==> src/hw/fevt_params.svh <==
/*
 * Constants of the fault event interrupt controller: offsets, field
 * positions, reset values and sizes.
 * Assumes inclusion by bare name from design and testbench files.
 */
// What this block does
// - Mask bit 31 at zero lets a condition send a data/address message.
// - Mask bit resets to one, so messages start masked.
// - No message is ever launched while the mask bit is one.
// - Read-only held bit 30, reset zero, sets on any interrupt condition.
// - Primary logging: slot recorded and primary pending set is a condition.
// - Advanced logging: record zero written, advanced pending set is a condition.
// - Queue error flag setting is a condition.
// - Completion error flag setting is a condition.
// - Time-out error flag setting is a condition.
// - A flag set while another status flag stands is no new condition.
// - Held bit stays set while mask or transient busy withholds the message.
// - Held bit clears at once when the pending message is serviced.
// - Withheld message goes out when busy ends or mask clears; held clears.
// - Software clearing all status sources also clears the held bit.
// - Message data comes from a 16-bit field of its own register.
// - Message address is bits 31:2 of the address register, word aligned.
// - Primary pending equals the OR of all slot valid flags.
`ifndef FEVT_PARAMS_SVH
`define FEVT_PARAMS_SVH
`define FEVT_OFS_CTRL      8'h38
`define FEVT_OFS_DATA      8'h3C
`define FEVT_OFS_ADDR      8'h40
`define FEVT_OFS_ADDR_HI   8'h44
`define FEVT_OFS_IRQ_STAT  8'h80
`define FEVT_OFS_IRQ_EN    8'h84
`define FEVT_OFS_IRQ_CLR   8'h88
`define FEVT_OFS_STATE     8'h8C
`define FEVT_OFS_MSG_CNT   8'h90
`define FEVT_BIT_MASK      31
`define FEVT_BIT_HELD      30
`define FEVT_RST_MASK      1'b1
`define FEVT_RST_HELD      1'b0
`define FEVT_DATA_W        16
`define FEVT_ADDR_LSB      2
`define FEVT_NUM_SLOTS     8
`define FEVT_NUM_FLAGS     6
`define FEVT_IRQ_W         3
`define FEVT_IRQ_COND      0
`define FEVT_IRQ_SENT      1
`define FEVT_IRQ_SWSVC     2
`endif

==> src/hw/fevt_pkg.sv <==
/*
 * Types of the fault event interrupt controller.
 * Assumes the params header for widths.
 */
`include "fevt_params.svh"
package fevt_pkg;
  typedef enum logic [0:0] {
    SND_IDLE,
    SND_WAIT
  } fevt_snd_state_t;
  typedef logic [`FEVT_DATA_W-1:0] fevt_data_t;
endpackage

==> src/hw/fevt_msg_if.sv <==
/*
 * Carrier between the controller and its message sender.
 * Assumes one clock shared by both ends.
 */
`timescale 1ns/1ns
interface fevt_msg_if;
  logic               launch;
  logic [31:0]        addr;
  logic [31:0]        addr_hi;
  fevt_pkg::fevt_data_t data;
  logic               busy;
  logic               sent;
  modport ctrl   (output launch, output addr, output addr_hi, output data,
                  input busy, input sent);
  modport sender (input launch, input addr, input addr_hi, input data,
                  output busy, output sent);
endinterface

==> src/hw/fevt_ctrl.sv <==
/*
 * Fault event interrupt controller top: control, data and address
 * registers, held-event tracking, message launch and local interrupt.
 * Assumes status flags from same-clock fault logic and a register
 * master that never issues read and write together.
 */
`timescale 1ns/1ns
`include "fevt_params.svh"
module fevt_ctrl (
  input  wire logic                        ref_clk,
  input  wire logic                        sys_rst,
  input  wire logic                        ce,
  // Register port
  input  wire logic [7:0]                  reg_addr,
  input  wire logic [31:0]                 reg_wdata,
  input  wire logic                        reg_wr,
  input  wire logic                        reg_rd,
  output logic [31:0]                      reg_rdata,
  // Fault status sources
  input  wire logic [`FEVT_NUM_SLOTS-1:0]  slot_valid,
  input  wire logic                        adv_active,
  input  wire logic                        advanced_log_pending,
  input  wire logic                        queue_error_flag,
  input  wire logic                        completion_error_flag,
  input  wire logic                        timeout_error_flag,
  input  wire logic                        other_flags,
  output logic                             primary_log_pending,
  // Message write to interrupt delivery
  output logic                             msg_valid,
  input  wire logic                        msg_ready,
  output logic [31:0]                      msg_addr,
  output logic [31:0]                      msg_addr_hi,
  output logic [`FEVT_DATA_W-1:0]          msg_data,
  // Local interrupt
  output logic                             irq
);
  // ****************************************************************
  // Internal signals
  // ****************************************************************
  fevt_msg_if mif ();

  logic                    event_mask_q;
  logic                    event_mask_d;
  logic                    event_held_q;
  logic                    event_held_d;
  logic [`FEVT_DATA_W-1:0] event_message_data_q;
  logic [31:2]             event_message_address_q;
  logic [31:0]             addr_hi_q;
  logic [`FEVT_IRQ_W-1:0]  irq_stat_q;
  logic [`FEVT_IRQ_W-1:0]  irq_en_q;
  logic [`FEVT_IRQ_W-1:0]  irq_set;
  logic [`FEVT_IRQ_W-1:0]  irq_clr;
  logic [15:0]             msg_cnt_q;
  logic [31:0]             rdata_d;
  logic                    any_flag;
  logic                    cond;
  logic                    fire;
  logic                    sw_service;
  logic                    wr_ctrl;

  // ****************************************************************
  // Condition detection and message sender
  // ****************************************************************
  fevt_event_detect u_detect (
    .ref_clk               (ref_clk),
    .sys_rst               (sys_rst),
    .ce                    (ce),
    .slot_valid            (slot_valid),
    .adv_active            (adv_active),
    .advanced_log_pending  (advanced_log_pending),
    .queue_error_flag      (queue_error_flag),
    .completion_error_flag (completion_error_flag),
    .timeout_error_flag    (timeout_error_flag),
    .other_flags           (other_flags),
    .primary_log_pending   (primary_log_pending),
    .any_flag              (any_flag),
    .cond                  (cond)
  );

  fevt_msg_sender u_sender (
    .ref_clk     (ref_clk),
    .sys_rst     (sys_rst),
    .ce          (ce),
    .mif         (mif.sender),
    .msg_valid   (msg_valid),
    .msg_ready   (msg_ready),
    .msg_addr    (msg_addr),
    .msg_addr_hi (msg_addr_hi),
    .msg_data    (msg_data)
  );

  // ****************************************************************
  // Control register writes
  // ****************************************************************
  assign wr_ctrl = reg_wr && (reg_addr == `FEVT_OFS_CTRL);

  // Next mask used so a same-cycle mask write already blocks launch
  always_comb begin
    event_mask_d = event_mask_q;
    if (wr_ctrl) begin
      event_mask_d = reg_wdata[`FEVT_BIT_MASK];
    end
  end

  always_ff @(posedge ref_clk or posedge sys_rst) begin
    if (sys_rst) begin
      event_mask_q <= `FEVT_RST_MASK;
    end else if (ce) begin
      event_mask_q <= event_mask_d;
    end
  end

  always_ff @(posedge ref_clk or posedge sys_rst) begin
    if (sys_rst) begin
      event_message_data_q <= '0;
    end else if (ce && reg_wr && reg_addr == `FEVT_OFS_DATA) begin
      event_message_data_q <= reg_wdata[`FEVT_DATA_W-1:0];
    end
  end

  always_ff @(posedge ref_clk or posedge sys_rst) begin
    if (sys_rst) begin
      event_message_address_q <= '0;
    end else if (ce && reg_wr && reg_addr == `FEVT_OFS_ADDR) begin
      event_message_address_q <= reg_wdata[31:`FEVT_ADDR_LSB];
    end
  end

  always_ff @(posedge ref_clk or posedge sys_rst) begin
    if (sys_rst) begin
      addr_hi_q <= '0;
    end else if (ce && reg_wr && reg_addr == `FEVT_OFS_ADDR_HI) begin
      addr_hi_q <= reg_wdata;
    end
  end

  // ****************************************************************
  // Held event and message launch
  // ****************************************************************
  // Busy sender is the transient hold
  assign fire = event_held_q && !event_mask_d && !mif.busy;
  assign sw_service = event_held_q && !any_flag && !fire;

  assign mif.launch  = ce && fire;
  assign mif.addr    = {event_message_address_q, 2'b00};
  assign mif.addr_hi = addr_hi_q;
  assign mif.data    = event_message_data_q;

  // New condition wins over a same-cycle service
  always_comb begin
    event_held_d = event_held_q;
    if (cond) begin
      event_held_d = 1'b1;
    end else if (fire || sw_service) begin
      event_held_d = 1'b0;
    end
  end

  // Held while masked or busy, merging conditions
  always_ff @(posedge ref_clk or posedge sys_rst) begin
    if (sys_rst) begin
      event_held_q <= `FEVT_RST_HELD;
    end else if (ce) begin
      event_held_q <= event_held_d;
    end
  end

  always_ff @(posedge ref_clk or posedge sys_rst) begin
    if (sys_rst) begin
      msg_cnt_q <= '0;
    end else if (ce && mif.sent) begin
      msg_cnt_q <= msg_cnt_q + 16'h0001;
    end
  end

  // ****************************************************************
  // Local interrupt status, enable and clear
  // ****************************************************************
  assign irq_set[`FEVT_IRQ_COND]  = cond;
  assign irq_set[`FEVT_IRQ_SENT]  = mif.sent;
  assign irq_set[`FEVT_IRQ_SWSVC] = sw_service;

  assign irq_clr = (reg_wr && reg_addr == `FEVT_OFS_IRQ_CLR)
                   ? reg_wdata[`FEVT_IRQ_W-1:0] : '0;

  // Set wins over clear
  always_ff @(posedge ref_clk or posedge sys_rst) begin
    if (sys_rst) begin
      irq_stat_q <= '0;
    end else if (ce) begin
      irq_stat_q <= (irq_stat_q & ~irq_clr) | irq_set;
    end
  end

  always_ff @(posedge ref_clk or posedge sys_rst) begin
    if (sys_rst) begin
      irq_en_q <= '0;
    end else if (ce && reg_wr && reg_addr == `FEVT_OFS_IRQ_EN) begin
      irq_en_q <= reg_wdata[`FEVT_IRQ_W-1:0];
    end
  end

  always_ff @(posedge ref_clk or posedge sys_rst) begin
    if (sys_rst) begin
      irq <= 1'b0;
    end else if (ce) begin
      irq <= |(((irq_stat_q & ~irq_clr) | irq_set) & irq_en_q);
    end
  end

  // ****************************************************************
  // Register reads
  // ****************************************************************
  // Reserved bits read as zero
  always_comb begin
    rdata_d = '0;
    unique case (reg_addr)
      `FEVT_OFS_CTRL: begin
        rdata_d[`FEVT_BIT_MASK] = event_mask_q;
        rdata_d[`FEVT_BIT_HELD] = event_held_q;
      end
      `FEVT_OFS_DATA: begin
        rdata_d[`FEVT_DATA_W-1:0] = event_message_data_q;
      end
      `FEVT_OFS_ADDR: begin
        rdata_d[31:`FEVT_ADDR_LSB] = event_message_address_q;
      end
      `FEVT_OFS_ADDR_HI: begin
        rdata_d = addr_hi_q;
      end
      `FEVT_OFS_IRQ_STAT: begin
        rdata_d[`FEVT_IRQ_W-1:0] = irq_stat_q;
      end
      `FEVT_OFS_IRQ_EN: begin
        rdata_d[`FEVT_IRQ_W-1:0] = irq_en_q;
      end
      `FEVT_OFS_STATE: begin
        rdata_d[0] = event_held_q;
        rdata_d[1] = event_mask_q;
        rdata_d[2] = any_flag;
        rdata_d[3] = primary_log_pending;
        rdata_d[4] = mif.busy;
      end
      `FEVT_OFS_MSG_CNT: begin
        rdata_d[15:0] = msg_cnt_q;
      end
      default: begin
        rdata_d = '0;
      end
    endcase
  end

  // Data stands only in the cycle after the read strobe
  always_ff @(posedge ref_clk or posedge sys_rst) begin
    if (sys_rst) begin
      reg_rdata <= '0;
    end else if (ce) begin
      reg_rdata <= reg_rd ? rdata_d : '0;
    end
  end
endmodule

==> src/hw/fevt_event_detect.sv <==
/*
 * Detects fresh interrupt conditions from the fault status flags.
 * Assumes flags come from logic on the same clock.
 */
`timescale 1ns/1ns
`include "fevt_params.svh"
module fevt_event_detect (
  input  wire logic                        ref_clk,
  input  wire logic                        sys_rst,
  input  wire logic                        ce,
  input  wire logic [`FEVT_NUM_SLOTS-1:0]  slot_valid,
  input  wire logic                        adv_active,
  input  wire logic                        advanced_log_pending,
  input  wire logic                        queue_error_flag,
  input  wire logic                        completion_error_flag,
  input  wire logic                        timeout_error_flag,
  input  wire logic                        other_flags,
  output logic                             primary_log_pending,
  output logic                             any_flag,
  output logic                             cond
);
  logic [`FEVT_NUM_FLAGS-1:0] flags;
  logic [`FEVT_NUM_FLAGS-1:0] flags_q;
  logic [`FEVT_NUM_FLAGS-1:0] qual;

  assign primary_log_pending = |slot_valid;
  assign flags = {primary_log_pending, advanced_log_pending, queue_error_flag,
                  completion_error_flag, timeout_error_flag, other_flags};
  assign any_flag = |flags;
  // Qualifying rising flags per logging mode
  assign qual = {primary_log_pending & ~adv_active,
                 advanced_log_pending & adv_active,
                 queue_error_flag,
                 completion_error_flag,
                 timeout_error_flag,
                 1'b0} & ~flags_q;
  assign cond = (|qual) & ~(|flags_q);

  always_ff @(posedge ref_clk or posedge sys_rst) begin
    if (sys_rst) begin
      flags_q <= '0;
    end else if (ce) begin
      flags_q <= flags;
    end
  end
endmodule

==> src/hw/fevt_msg_sender.sv <==
/*
 * Issues one message write per launch and holds it until accepted.
 * Assumes the delivery side answers with msg_ready.
 */
`timescale 1ns/1ns
`include "fevt_params.svh"
module fevt_msg_sender (
  input  wire logic           ref_clk,
  input  wire logic           sys_rst,
  input  wire logic           ce,
  fevt_msg_if.sender          mif,
  output logic                msg_valid,
  input  wire logic           msg_ready,
  output logic [31:0]         msg_addr,
  output logic [31:0]         msg_addr_hi,
  output fevt_pkg::fevt_data_t msg_data
);
  fevt_pkg::fevt_snd_state_t state_q;

  assign mif.busy  = (state_q == fevt_pkg::SND_WAIT);
  assign mif.sent  = msg_valid & msg_ready;
  assign msg_valid = (state_q == fevt_pkg::SND_WAIT);

  always_ff @(posedge ref_clk or posedge sys_rst) begin
    if (sys_rst) begin
      state_q <= fevt_pkg::SND_IDLE;
    end else if (ce) begin
      unique case (state_q)
        fevt_pkg::SND_IDLE: if (mif.launch) state_q <= fevt_pkg::SND_WAIT;
        fevt_pkg::SND_WAIT: if (msg_ready) state_q <= fevt_pkg::SND_IDLE;
      endcase
    end
  end

  // Message words captured at launch
  always_ff @(posedge ref_clk or posedge sys_rst) begin
    if (sys_rst) begin
      msg_addr    <= '0;
      msg_addr_hi <= '0;
      msg_data    <= '0;
    end else if (ce && mif.launch && !mif.busy) begin
      msg_addr    <= mif.addr;
      msg_addr_hi <= mif.addr_hi;
      msg_data    <= mif.data;
    end
  end
endmodule

==> config.mk <==
export PLATFORM = sky130hd
export DESIGN_NAME = fevt_ctrl
export DESIGN_NICKNAME = d
export VERILOG_FILES = /design/src/hw/fevt_pkg.sv /design/src/hw/fevt_msg_if.sv /design/src/hw/fevt_ctrl.sv /design/src/hw/fevt_event_detect.sv /design/src/hw/fevt_msg_sender.sv
export VERILOG_INCLUDE_DIRS = /design/src /design/src/hw
export SDC_FILE = /design/constraint.sdc
export NUM_CORES = 1
export LEC_CHECK = 0
export BUFFER_PORTS_ARGS = -buffer_cell sky130_fd_sc_hd__buf_2
export CAP_MARGIN = 30
export CORE_MARGIN = 2
export CORE_UTILIZATION = 60
export CTS_CLUSTER_DIAMETER = 150
export DETAILED_ROUTE_END_ITERATION = 12
export PLACE_DENSITY = 0.82
export SLEW_MARGIN = 0
export SYNTH_ARGS = -nofsm -noshare
export SYNTH_HDL_FRONTEND = slang
export SYNTH_SLANG_ARGS = --single-unit
export TNS_END_PERCENT = 30
==> constraint.sdc <==
create_clock -name ref_clk -period 11.9 [get_ports ref_clk]
set_input_delay 2.38 -clock ref_clk [delete_from_list [all_inputs] [get_ports ref_clk]]
set_output_delay 2.38 -clock ref_clk [all_outputs]
set_load 0.05 [all_outputs]
==> qor.csv <==
stage,metric,value,unit
run_status,outcome,"finished, final reports clean",
clock_tree,count of hold buffers inserted by post-cts repair,0,
grt,antenna violations before repair,0,
flow_run,max cap viols,0,
floorplan,Die Width,128,µm
min_path,Hold Startpoint,msg_cnt_q[15],
synthesis,cell area after synthesis,9170,µm²
grt,GRT Resource Usage Total,27.3,%
synthesis,most frequently used flop master after synthesis,dfrtp_1,
synthesis,Post-synth EDFFs,0,
clock_tree,clock insertion delay at the later pin of the skew report,510,ps
routing,routed length per instance,21.5,µm
clock_tree,TritonCTS buffer count,23,
grt,overall overflow remaining after global route,0,
synthesis,"Warnings, synthesis",0,
floorplan,placeable core region,15100,µm²
worst_setup_path,list of cells traversed by the critical path,buf_2 > or4_1 > nor2_1 > inv_1 > buf_2,
finish,number of cells in the finished layout apart from fillers,1027,
timing,RSZ-0062 raised after global routing,false,
worst_setup_path,data arrival time of the worst path,3540,ps
timing,max frequency,169,MHz
timing,number of slew-limit violations in the final report,0,
grt,pin count of the biggest net entering global routing,149,
power_and_ir_drop,Worst IR Drop VDD,0.128,mV
timing,Final TNS setup,0,ps
finish,share of layout cells above drive strength 1,46.5,%
timing,Worst Tran Pin Value,925,ps
finish,Fill cells,1009,
clock_tree,Post CTS Setup Buffer Count,0,
finish,Layout Cell Area excl Fill,10900,µm²
timing,Worst Hold Margin,478,ps
routing,DR vias/cell,6.06,
synthesis,syn_area_per_cell,14.0,µm²
worst_setup_path,kind of start point of the critical path,input port,
place,GPL Wtd Cong,0.890,
power_and_ir_drop,power per unit of standard cell area,138,nW/µm²
worst_setup_path,launch point of the worst reg-to-reg path,u_sender.mif.busy,
synthesis,number of library cell types mapped by synthesis,56,
finish,number of diodes,0,
synthesis,ys async rst share,100,%
floorplan,initial cell density of the core,60.8,%
clock_tree,CTS tree,built,
timing,number of failing hold endpoints at the final stage,0,
floorplan,full die area,16300,µm²
clock_tree,clock tree root driver cell,clkbuf_16,
clock_tree,Resized cells post-CTS,0,
worst_setup_path,Crit. End Element,output port,
power_and_ir_drop,total power,1.51,mW
timing,final-report setup violation count,0,
worst_setup_path,critical-path maximum fanout,4,
worst_setup_path,cell type of the slowest stage on the worst timing path,or4_1,
worst_setup_path,crit-path most repeated cell,buf_2,
clock_tree,CTS sink cnt,220,
place,Placed Area,10200,µm²
clock_tree,clock edge transition at the registers on the reported setup and hold paths,60,ps
routing,total via count after detailed routing,6225,
timing,min cycle time layout,5920,ps
floorplan,floorplan row count,45,
synthesis,post-synthesis cell count,654,
synthesis,sequential share of the synthesized area,60.0,%
routing,detailed-router iteration count before antenna repair,8,
floorplan,Ports,175,
timing,worst relative slew slack,38.4,%
clock_tree,H-Tree Depth,1,
synthesis,number of storage elements in the synthesis netlist,220,
timing,fin crit share,49.8,%
min_path,worst min-delay path category,reg2reg,
clock_tree,maximum clock path buffer count,3,
worst_setup_path,critical path type,in2out,
place,Placed Cells,986,
finish,multi-input logic area,3440,µm²
place,number of buffer cells added on primary ports,172,
grt,number of global-route vias before repair,6466,
worst_setup_path,delay of the slowest cell on the worst path,550,ps
worst_setup_path,source of the critical timing path,slot_valid[3],
place,estimated wirelength of the detail-placed design,14800,µm
floorplan,floorplan die height,128,µm
finish,sequential cell area,5510,µm²
grt,global-route wire length before repair,34800,µm
power_and_ir_drop,static power due to leakage,5.62,nW
finish,area delta synth->final,19.2,%
timing,setup clock skew after layout,20.6,ps
worst_setup_path,Crit path required time,9520,ps
routing,DRC Markers,0,
routing,number of DRC markers in iteration 0,555,
routing,routed wire length,22100,µm
routing,number of routed nets with antenna violations,0,
finish,NumNets Final,885,
[placed cells by master, fill, tap and decap left out, types with 11 or more instances in the layout]
master	n
dfrtp_1	219
buf_2	172
mux2_2	158
o2bb2ai_1	27
nand2_1	26
clkbuf_16	23
a22oi_1	21
nand3_1	17
a222oi_1	14
xnor2_1	12
o21ai_0	11
a21boi_0	11
[metal layers]
| layer | up-vias | track usage, % | share of wire (%) |
|---|---|---|---|
| met5 | - | 0 | 0 |
| met4 | 0 | 8.60 | 2.0 |
| met3 | 40 | 4.98 | 6.1 |
| met2 | 234 | 45.5 | 50 |
| met1 | 3170 | 37.0 | 42 |
| li1 | 2781 | - | - |
[worst paths after layout]
| kind | cells past startpoint | end | slack, ps |
|---|---|---|---|
| setup / recovery | 5 | primary_log_pending | 5980 |
| hold / removal | 1 | msg_cnt_q[15] | 480 |
| setup reg to reg | 6 | u_sender.msg_addr_hi[23] | 9520 |
| hold reg to reg | 1 | msg_cnt_q[15] | 480 |
| max in group asynchronous | 4 | reg_rdata[5] | 8400 |
| min in group asynchronous | 2 | addr_hi_q[21] | 1750 |
[area by class of cell]
type | instances | share of cell area, %
inverters | 9 | 0.378
flip-flops and latches | 220 | 50.4
repair buffers | 183 | 9.06
clock inverters | 6 | 0.389
well taps | 188 | 2.15
clock buffers | 34 | 6.19
multi-input cells | 387 | 31.5
[sequential cells by signal, summed over array words and instances (netlist names), 6 cells and up]
| name | cells |
|---|---|
| u_sender.msg_data | 16 |
| event_message_data_q | 16 |
| u_detect.flags_q | 6 |
| event_message_address_q | 30 |
| addr_hi_q | 32 |
| u_sender.msg_addr | 30 |
| msg_cnt_q | 16 |
| reg_rdata | 32 |
| u_sender.msg_addr_hi | 32 |
[through the flow]
stage / util (%) / setup slack [ps]
finish: 72.4 / 5980
global route: 72.4 / 5890
floorplan: - / 3500
detailed placement: 67.5 / 5980
global placement: 67.1 / 6020
CTS: 72.3 / 5970
[critical path, delay by kind of cell]
family | cells | cell delay (ps)
and+or+nand+nor | 2 | 800
buffers and inverters | 3 | 370
[synthesized netlist by cell type (all sizes together), types with 2 or more instances]
| cell | n | area, µm² |
|---|---|---|
| xor2 | 3 | 26.3 |
| nand4 | 6 | 37.5 |
| nor2 | 12 | 45.0 |
| a211oi | 3 | 22.5 |
| a22oi | 21 | 158 |
| nor3 | 7 | 40.0 |
| or4 | 6 | 45.0 |
| a21o | 3 | 22.5 |
| xnor2 | 12 | 105 |
| dfrtp | 219 | 5480 |
| a222oi | 14 | 140 |
| o21ai | 11 | 55.1 |
| nor3b | 2 | 20.0 |
| clkbuf | 11 | 42.5 |
| o2bb2ai | 27 | 236 |
| nand2 | 26 | 97.6 |
| nand3 | 18 | 95.1 |
| a32oi | 2 | 17.5 |
| nor2b | 2 | 12.5 |
| inv | 8 | 30.0 |
| a41oi | 2 | 17.5 |
| a221oi | 2 | 17.5 |
| mux2 | 163 | 1840 |
| a21boi | 11 | 82.6 |
| buf | 28 | 176 |
| a21oi | 4 | 20.0 |
| a32o | 2 | 20.0 |
| and3 | 7 | 43.8 |
| nor4b | 3 | 32.5 |
| nor4 | 3 | 33.8 |
[power breakdown]
part / total, mW / leakage (nW) / internal (mW) / switching [mW]
registers: 0.768 / 3.04 / 0.759 / 0.00895
clock network: 0.678 / 0.355 / 0.394 / 0.284
logic: 0.0647 / 2.23 / 0.0210 / 0.0436
total: 1.51 / 5.62 / 1.18 / 0.336
[kinds of logic (layout without fill, tap and decap cells)]
group / after synthesis / in the layout / synth area share (%)
DFF: 220 / 220 / 60.0
muxes: 164 / 164 / 20.1
AOI/OAI and AO/OA: 109 / 109 / 9.51
and+or+nand+nor: 96 / 96 / 5.97
buffers and inverters: 48 / 232 / 2.76
xor gates and xnor gates: 15 / 15 / 1.43
adders and majority gates: 1 / 1 / 0.136
other: 1 / 2 / 0.0409
Power figures use the tool's default switching activity.
